[config.mk]
export PLATFORM = sky130hd
export DESIGN_NAME = hrp_read_port
export DESIGN_NICKNAME = d
export VERILOG_FILES = /design/src/verilog/hrp_pkg.sv /design/src/verilog/hrp_read_port.sv
export SDC_FILE = /design/constraint.sdc
export NUM_CORES = 1
export LEC_CHECK = 0
export CORE_UTILIZATION = 55
export CTS_BUF_LIST = sky130_fd_sc_hd__clkbuf_8
export CTS_CLUSTER_DIAMETER = 200
export DETAILED_ROUTE_END_ITERATION = 7
export DONT_BUFFER_PORTS = 1
export PLACE_DENSITY = 0.78
export SLEW_MARGIN = 20
export SYNTH_ARGS = -nofsm -noshare
export SYNTH_HDL_FRONTEND = slang
export SYNTH_SLANG_ARGS = --single-unit
[constraint.sdc]
create_clock -name core_clk -period 2.3 [get_ports core_clk]
set_clock_uncertainty 0.2 [all_clocks]
set_input_delay 0.23 -clock core_clk [delete_from_list [all_inputs] [get_ports core_clk]]
set_output_delay 0.23 -clock core_clk [all_outputs]
set_load 0.05 [all_outputs]
[src/verilog/hrp_pkg.sv]
// Package for the host read port: address map, timing and state codes
package hrp_pkg;
  localparam int unsigned CLK_MHZ          = 50;
  localparam int unsigned CYCLE_NS         = 165;
  localparam int unsigned CYCLE_CLKS       = (CYCLE_NS * CLK_MHZ + 999) / 1000;
  localparam int unsigned BURST_MAX        = 16;
  localparam int          ADDR_W           = 7;
  localparam int          DATA_W           = 16;
  localparam logic [15:0] DATA_RST         = 16'h0000;
  // Word offsets (address bits A[7:1]) of the read resources
  localparam logic [6:0]  OFS_RXDATA_LO    = 7'h00;
  localparam logic [6:0]  OFS_RXDATA_HI    = 7'h0f;
  localparam logic [6:0]  OFS_RXSTS        = 7'h20;
  localparam logic [6:0]  OFS_RXSTS_PEEK   = 7'h22;
  localparam logic [6:0]  OFS_TXSTS        = 7'h24;
  localparam logic [6:0]  OFS_TXSTS_PEEK   = 7'h26;
  localparam logic [6:0]  OFS_CSR_LO       = 7'h28;
  localparam logic [3:0]  BCNT_RST         = 4'h0;
  typedef enum logic [1:0] {
    HRP_IDLE  = 2'b00,
    HRP_READ  = 2'b01,
    HRP_GAP   = 2'b10
  } hrp_state_t;
endpackage

[src/verilog/hrp_read_port.sv]
// Host read port: strobe decode, resource select, latched data and bus drive
`timescale 1ns/1ns
module hrp_read_port
  import hrp_pkg::*;
(
  input  wire logic                      core_clk,
  input  wire logic                      rst_n,
  input  wire logic                      chip_select_n,
  input  wire logic                      read_strobe_n,
  input  wire logic [hrp_pkg::ADDR_W-1:0] addr,
  input  wire logic                      queue_window_sel,
  input  wire logic [hrp_pkg::DATA_W-1:0] csr_rdata,
  input  wire logic [hrp_pkg::DATA_W-1:0] rx_data_word,
  input  wire logic [hrp_pkg::DATA_W-1:0] rx_status_word,
  input  wire logic [hrp_pkg::DATA_W-1:0] tx_status_word,
  output logic     [hrp_pkg::ADDR_W-1:0] csr_addr,
  output logic                           csr_latch,
  output logic                           rx_data_pop,
  output logic                           rx_status_pop,
  output logic                           tx_status_pop,
  output logic     [hrp_pkg::DATA_W-1:0] data_out,
  output logic                           data_oe,
  output logic                           burst_overrun
);
  import hrp_pkg::*;

  hrp_state_t             state_r, state_nxt;
  logic [DATA_W-1:0]      data_r;
  logic [ADDR_W-1:0]      addr_r;
  logic                   win_r;
  logic [3:0]             bcnt_r;
  logic                   ovr_r;

  // Cycle is active only while both strobes are low
  wire active     = !chip_select_n && !read_strobe_n;
  wire rd_start   = active && (state_r != HRP_READ);
  wire addr_chg   = active && (state_r == HRP_READ) && (addr != addr_r);
  wire rd_end     = !active && (state_r == HRP_READ);
  wire take       = rd_start || addr_chg;
  // Window select overrides the upper decode; only A[2:1] survive
  wire win_now    = queue_window_sel;
  wire [ADDR_W-1:0] eff_addr = win_now ? {5'h00, addr[1:0]} : addr;
  wire sel_rxd    = win_now || (eff_addr <= OFS_RXDATA_HI);
  wire sel_rxs    = !win_now && (eff_addr == OFS_RXSTS);
  wire sel_rxsp   = !win_now && (eff_addr == OFS_RXSTS_PEEK);
  wire sel_txs    = !win_now && (eff_addr == OFS_TXSTS);
  wire sel_txsp   = !win_now && (eff_addr == OFS_TXSTS_PEEK);
  wire [DATA_W-1:0] sel_word =
    sel_rxd               ? rx_data_word   :
    (sel_rxs || sel_rxsp) ? rx_status_word :
    (sel_txs || sel_txsp) ? tx_status_word : csr_rdata;
  // Register bursts beyond the documented length are flagged, not blocked
  wire reg_burst  = !win_r && !sel_rxd;
  wire ovr_nxt    = addr_chg && reg_burst && (bcnt_r == 4'(BURST_MAX - 1));

  // Next state: idle, reading, or released gap
  always_comb begin
    state_nxt = state_r;
    case (state_r)
      HRP_IDLE: if (active) state_nxt = HRP_READ;
      HRP_READ: if (!active) state_nxt = HRP_GAP;
      HRP_GAP:  state_nxt = active ? HRP_READ : HRP_IDLE;
      default:  state_nxt = HRP_IDLE;
    endcase
  end

  // Pops fire once per taken read; counter latch only at the start of a non-queue cycle
  assign rx_data_pop   = take && sel_rxd;
  assign rx_status_pop = take && sel_rxs;
  assign tx_status_pop = take && sel_txs;
  assign csr_latch     = rd_start && !sel_rxd;
  assign csr_addr      = eff_addr;
  assign burst_overrun = ovr_r;
  assign data_out      = data_r;
  // Bus is only driven while the cycle is live
  assign data_oe       = active && (state_r == HRP_READ);

  // Data is held from the capture edge so counters stay stable
  always_ff @(posedge core_clk or negedge rst_n) begin
    if (!rst_n) begin
      state_r <= HRP_IDLE;
      data_r  <= DATA_RST;
      addr_r  <= '0;
      win_r   <= 1'b0;
    end else begin
      state_r <= state_nxt;
      if (take) begin
        data_r <= sel_word;
        addr_r <= addr;
        win_r  <= win_now;
      end
    end
  end

  // Halfword count within one register burst
  always_ff @(posedge core_clk or negedge rst_n) begin
    if (!rst_n) begin
      bcnt_r <= BCNT_RST;
      ovr_r  <= 1'b0;
    end else begin
      if (rd_start) bcnt_r <= BCNT_RST;
      else if (addr_chg && bcnt_r != 4'(BURST_MAX - 1)) bcnt_r <= bcnt_r + 4'h1;
      if (rd_end) ovr_r <= 1'b0;
      else if (ovr_nxt) ovr_r <= 1'b1;
    end
  end

  // Output enable never rises outside an active cycle
  drive_gate_a: assert property (@(posedge core_clk) disable iff (!rst_n)
    data_oe |-> active)
    else $error("data driven outside read");

  // Release drops the output enable at once
  release_off_a: assert property (@(posedge core_clk) disable iff (!rst_n)
    rd_end |-> !data_oe)
    else $error("data still driven");

  // A start captures the selected word one edge later
  start_cap_a: assert property (@(posedge core_clk) disable iff (!rst_n)
    take |=> data_r == $past(sel_word))
    else $error("read data not captured");

  // Data stays stable while the address holds
  data_hold_a: assert property (@(posedge core_clk) disable iff (!rst_n)
    (state_r == HRP_READ && active && !take) |=> $stable(data_r))
    else $error("data moved mid cycle");

  // Window select makes every taken read pop the rx data queue and no other resource
  window_pop_a: assert property (@(posedge core_clk) disable iff (!rst_n)
    (take && queue_window_sel) |-> rx_data_pop && !rx_status_pop && !tx_status_pop)
    else $error("window read missed queue");

  // Upper address bits do not matter in window mode
  low_bits_a: assert property (@(posedge core_clk) disable iff (!rst_n)
    queue_window_sel |-> csr_addr[6:2] == 5'h00)
    else $error("upper bits decoded");

  // Receive status pops only on its own offset
  sts_pop_a: assert property (@(posedge core_clk) disable iff (!rst_n)
    rx_status_pop |-> take && addr == OFS_RXSTS && !queue_window_sel)
    else $error("stray status pop");

  // One pop per start, never repeated on a held cycle
  single_pop_a: assert property (@(posedge core_clk) disable iff (!rst_n)
    (rx_data_pop && !addr_chg) |=> (!rx_data_pop || $past(addr) != addr || !active)
      or (state_r == HRP_READ && take))
    else $error("queue popped twice");

  // Counter latch only opens a live cycle
  latch_start_a: assert property (@(posedge core_clk) disable iff (!rst_n)
    csr_latch |-> active && state_r != HRP_READ)
    else $error("latch mid cycle");

  // Seventeenth register halfword raises the overrun flag
  burst_cap_a: assert property (@(posedge core_clk) disable iff (!rst_n)
    ovr_nxt |=> burst_overrun)
    else $error("burst overrun not flagged");

  // Transmit status pops only on its own offset
  tx_pop_a: assert property (@(posedge core_clk) disable iff (!rst_n)
    tx_status_pop |-> take && addr == OFS_TXSTS && !queue_window_sel)
    else $error("stray tx status pop");

  // Receive status never pops together with another resource
  one_pop_a: assert property (@(posedge core_clk) disable iff (!rst_n)
    rx_status_pop |-> !tx_status_pop && !rx_data_pop)
    else $error("two resources popped");

  // A live cycle keeps the bus driven
  oe_live_a: assert property (@(posedge core_clk) disable iff (!rst_n)
    (state_r == HRP_READ && active) |-> data_oe)
    else $error("bus not driven in cycle");

  // Both strobes low opens the cycle on the next edge
  open_cyc_a: assert property (@(posedge core_clk) disable iff (!rst_n)
    rd_start |=> state_r == HRP_READ)
    else $error("cycle did not open");

  // Either strobe high closes the cycle
  close_cyc_a: assert property (@(posedge core_clk) disable iff (!rst_n)
    rd_end |=> state_r == HRP_GAP)
    else $error("cycle did not close");

  // Overrun flag never outlives its burst
  ovr_clear_a: assert property (@(posedge core_clk) disable iff (!rst_n)
    rd_end |=> !burst_overrun)
    else $error("overrun not cleared");

  // Each new burst counts from zero
  cnt_open_a: assert property (@(posedge core_clk) disable iff (!rst_n)
    rd_start |=> bcnt_r == BCNT_RST)
    else $error("burst count not reset");

  // Every window address step pops the next queue halfword
  win_step_a: assert property (@(posedge core_clk) disable iff (!rst_n)
    (addr_chg && queue_window_sel) |-> rx_data_pop)
    else $error("queue step not popped");

  // Queue reads never freeze the counters
  latch_data_a: assert property (@(posedge core_clk) disable iff (!rst_n)
    csr_latch |-> !rx_data_pop)
    else $error("latch on queue read");
endmodule

# ---- Word level (Yosys, flattened, before mapping)
# Cells that the tools add are included.
dict set report op_classes {
  order_cmp 1
  muxes 12
  bitwise 0
  n_div 0
  n_addsub 1
  multipliers 0
  n_eq_ne 12
  shifts 0
  n_reduce_logical 31
}
# operator n
set ops {}
lappend ops {{$mux 16} 3}
lappend ops {{$eq 7x6->1 const B} 4}
lappend ops {{$logic_and 1x1->1} 17}
lappend ops {{$mux 4} 2}
lappend ops {{$le 7x4->1 const B} 1}
lappend ops {{$mux 7} 1}
lappend ops {{$ne 7x7->1} 1}
lappend ops {{$logic_not 1->1} 6}
lappend ops {{$pmux 2 s3} 1}
lappend ops {{$add 4x1->4 const B} 1}
lappend ops {{$eq 4x4->1 const B} 1}
lappend ops {{$logic_or 1x1->1} 4}
lappend ops {{$mux 2} 2}
lappend ops {{$ne 2x2->1 const B} 2}
lappend ops {{$ne 4x4->1 const B} 1}
lappend ops {{$reduce_bool 2->1} 2}
lappend ops {{$mux 1} 3}
lappend ops {{$eq 2x1->1 const B} 1}
lappend ops {{$eq 2x2->1 const B} 1}
lappend ops {{$logic_not 2->1} 1}
lappend ops {{$ne 2x1->1 const B} 1}
lappend ops {{$reduce_and 2->1} 1}
dict set report word_totals {
  latch_bits 0
  mem_bits_rw 0
  input_bits 76
  mem_bits_ro 0
  out_inout_bits 29
  elab_cells 63
  register_bits 31
  memories 0
}

# ---- Depth between registers and ports, before layout
dict set report depth {
  word_depth 9
  ltp_mapped 7
  ltp_nobuf 5
}

# ---- Worst setup path before layout
# No wires, ideal clock.
dict set report synth_timing {
  path_kind {input port to output port}
  from {input queue_window_sel}
  to {output rx_status_pop}
  arrival_time_ns 2.272
  n_path_buf 3
  path_slack_ns -0.402
  required_ns 1.870
  stages 6
  path_cell_list {buf_2 or4b_1 buf_2 buf_6 or2_4 nor4_2}
}
dict set report synth_between {
  elab_chain_cells 4
  word_cells_on_any_way 5
  classes_between {eq/ne: 1; mux: 1; reduce/logical: 3}
}
# item line_no
set synth_rtl {}
lappend synth_rtl {{start, declared} hrp_read_port.sv:11} ;# input wire logic queue_window_sel,
lappend synth_rtl {{$mux 7} hrp_read_port.sv:42} ;# wire [ADDR_W-1:0] eff_addr = win_now ? {5'h00, addr[1:0]} : addr;
lappend synth_rtl {{$eq 7x6->1} hrp_read_port.sv:44} ;# wire sel_rxs = !win_now && (eff_addr == OFS_RXSTS);
lappend synth_rtl {{$logic_and 1x1->1 *} hrp_read_port.sv:44}
lappend synth_rtl {{$logic_and 1x1->1 *} hrp_read_port.sv:69} ;# assign rx_status_pop = take && sel_rxs;
lappend synth_rtl {{end, declared} hrp_read_port.sv:19} ;# output logic rx_status_pop,
# Mark *: on every way between the ends. The rest lies on a longest branch, timed or not.

# ---- Worst setup path after layout
dict set report layout_timing {
  from {register addr_r[1]}
  to {output rx_data_pop}
}
dict set report layout_between {
  elab_chain_cells 4
}
# item line_no
set layout_rtl {}
lappend layout_rtl {{start, declared} hrp_read_port.sv:29} ;# logic [ADDR_W-1:0] addr_r;
lappend layout_rtl {{start signal, assigned} hrp_read_port.sv:89} ;# addr_r <= addr;
lappend layout_rtl {{$ne 7x7->1} hrp_read_port.sv:37} ;# wire addr_chg = active && (state_r == HRP_READ) && (addr != addr_r);
lappend layout_rtl {{$logic_and 1x1->1} hrp_read_port.sv:37}
lappend layout_rtl {{$logic_or 1x1->1} hrp_read_port.sv:39} ;# wire take = rd_start || addr_chg;
lappend layout_rtl {{$logic_and 1x1->1} hrp_read_port.sv:68} ;# assign rx_data_pop = take && sel_rxd;
lappend layout_rtl {{end, declared} hrp_read_port.sv:18} ;# output logic rx_data_pop,
# No other way between the ends.

==> flow_summary.yaml <==
timing:
  finalWorstPathRequiredPeriod_ns: 2.21
  max_freq_mhz: 453
  whs_ns: 0.0201
  tightest_slew_ns: 0.786
  finalSetupViolations: 0
  slew-limit-headroom_pct: 47.6
  slew_viol_final: 0
  period_share_pct: 96.0
  tns_ns: 0
  hold_viol: 0
  post-route-worst-setup-slack_ns: 0.0923
  rsz0062_at_grt: "false"
floorplanning:
  row_count: 21
  die_h_um: 61.5
  floorplan.die_area_um2: 3780
  die-width_um: 61.5
  io_pins: 105
  start_util_pct: 57.8
  fp.coreArea_um2: 3360
place:
  hpwl_mm: 3.14
  post-place-ws_ns: 0.249
  io_buffers: 0
  place_inst: 220
  place_congestion: 0.769
power:
  irDropWorstVdd_mv: 0.428
  power_density_nw_per_um2: 669
  leakage_nw: 1.00
  finalPower_w: 0.00156
finish:
  diodes: 0
  nets: 275
  layout.cells.most_common: "dfrtp_1"
  mostFrequentLayoutCells: "31 x dfrtp_1, 23 x mux2_2, 19 x mux2i_1, 18 x nor3_1"
  drive_gt1_share_pct: 29.6
  area_growth_pct: 20.0
  final_cells: 245
logic_synthesis:
  yosysSeqAreaShare_pct: 39.9
  ys_types: 34
  synth_edf_count: 0
  synth-seq-cells: 31
  synthCells: 174
  synth_ff_type: "dfrtp_1"
  async_flop_share_pct: 100
  syn_nets: 251
  syn_area_per_cell_um2: 11.2
  synth.yosys.warnings: 0
  synthesis.area_um2: 1950
worst_setup_path:
  crit_fanout: 14
  cp_data_required_time_ns: 1.87
  path_cells: "xnor2_1, nand4_2, o31ai_4, buf_12, nor2_1, buf_4"
  cp-start-kind: "flip-flop"
  crit_type: "flip-flop to output pin"
  critPathArrivalTime_ns: 1.78
  cpMaxStageDelayCell: "dfrtp_1"
  critical_path.top_delay_family: "flip-flops"
  max_stage_delay_ns: 0.38
  crit_buf_inv: 2
  cp-end-kind: "output pin"
clock_network:
  cts_buffers: 5
  clk_pin_slew_ns: 0.06
  cts.sinks: 31
  cts_tree: "yes"
  cts_root_buf: "clkbuf_8"
  clockBufferDepth: 2
  insertion_delay_ns: 0.28
  h-tree-depth: 2
drt:
  wl_met2_mm: 2.54
  vias_per_cell: 6.39
  drt-initial-drc-count: 78
  wl_per_cell_um: 19.5
  firstDrtPassIters: 4
  dr.max_layer_used: "met4"
  drc: 0
  ant_nets: 0
  m1WireLength_mm: 1.85
  dr_total_vias: 1565
  wl_met3_um: 340
  finalWirelength_mm: 4.79
run:
  cap_violations: 0
status:
  status: "finished clean"
global_route:
  grtUsageTotal_pct: 24.9
  grt_max_degree: 32
  antenna_found_initial: 0
  grt_pass1_wl_mm: 6.66
  grt_pass1_vias: 1529
  grt-ovfl-total: 0
min_path:
  hold_class: "input port to flip-flop"
-- flip-flops by register name (all words and copies together), names as in the netlist --
register	count
data_out	16
addr_r	7
bcnt_r	4
state_r	2
burst_overrun	1
win_r	1
-- worst register-to-register path, delay by kind of cell, from the launching register on --
kind	cells	cell delay (ns)
flip-flops	1	0.38
AO/OA/AOI/OAI	1	0.27
multiplexers	1	0.34
AND/OR/NAND/NOR	1	0.17
buffers and inverters	2	0.34
XOR/XNOR	1	0.23
-- final cells by class --
type / instances / area (um^2)
clock inverters: 3 / 12.5
well taps: 46 / 57.6
inverters: 3 / 11.3
multi-input cells: 126 / 1090
fillers: 252 / 1030
flip-flops and latches: 31 / 776
clock buffers: 5 / 68.8
repair buffers: 31 / 315
-- report_power, final --
part / switching (W) / total, W / leakage (nW) / internal, W
Combinational: 0.000140 / 0.000309 / 0.570 / 0.000168
Sequential: 0.000239 / 0.000857 / 0.382 / 0.000619
Clock: 0.000195 / 0.000397 / 0.0505 / 0.000203
-- kinds of logic after synthesis --
logic type               share of synthesized area [%]
buffers and inverters                             5.08
AO/OA/AOI/OAI                                     13.4
flip-flops                                        39.9
XOR/XNOR                                          3.15
multiplexers                                      23.7
AND/OR/NAND/NOR                                   14.1
adder cells (fa/ha/maj)                          0.643
-- cells in the mapped netlist (3+ instances only) --
| cell | instances | share of area [%] |
|---|---|---|
| dfrtp_1 | 31 | 40 |
| mux2_2 | 23 | 13 |
| mux2i_1 | 19 | 9.8 |
| nor3_1 | 19 | 4.9 |
| a221o_1 | 16 | 8.2 |
| xnor2_1 | 7 | 3.2 |
| nor2_1 | 6 | 1.2 |
| nor2b_1 | 5 | 1.6 |
| buf_2 | 4 | 1.0 |
| nand2_1 | 4 | 0.77 |
| o21ai_0 | 4 | 1.0 |
| buf_1 | 3 | 0.58 |
| buf_6 | 3 | 1.7 |
| inv_1 | 3 | 0.58 |
| o211ai_1 | 3 | 1.2 |
-- stage by stage --
stage          area, um^2  util (%)
2_1_floorplan        1980         -
3_3_place_gp         2060      61.2
3_5_place_dp         2060      61.2
4_1_cts              2280      67.9
5_1_grt              2330      69.4
6_report             2330      69.4
-- worst paths after layout --
path,endpoint,depth (start not counted),slack (ns),start
max,rx_data_pop,6,0.09,addr_r[1]
min,data_out[4],2,0.02,csr_rdata[4]
max reg2reg,win_r,6,0.24,addr_r[1]
min reg2reg,addr_r[1],1,0.31,addr_r[1]
max in group asynchronous,addr_r[1],2,1.54,rst_n
min in group asynchronous,data_out[3],2,0.18,rst_n
-- layer usage --
| metal | up-vias | global-route usage (%) |
|---|---|---|
| met3 | 8 | 7.14 |
| met1 | 764 | 26.6 |
| met5 | - | 0 |
| li1 | 707 | - |
| met4 | 0 | 9.84 |
| met2 | 86 | 46.1 |
-- repair_timing --
action | 4_1_cts | 5_1_grt
pin swaps | 0 | 2
buffers inserted | 1 | 3
resized for setup | 1 | 0
gates cloned | 0 | 1
hold buffers | 12 | 0
endpoints found under the setup margin | 3 | 3
hold endpoints to repair | 41 | 0
Note: power is estimated with default switching activity, not from simulation.
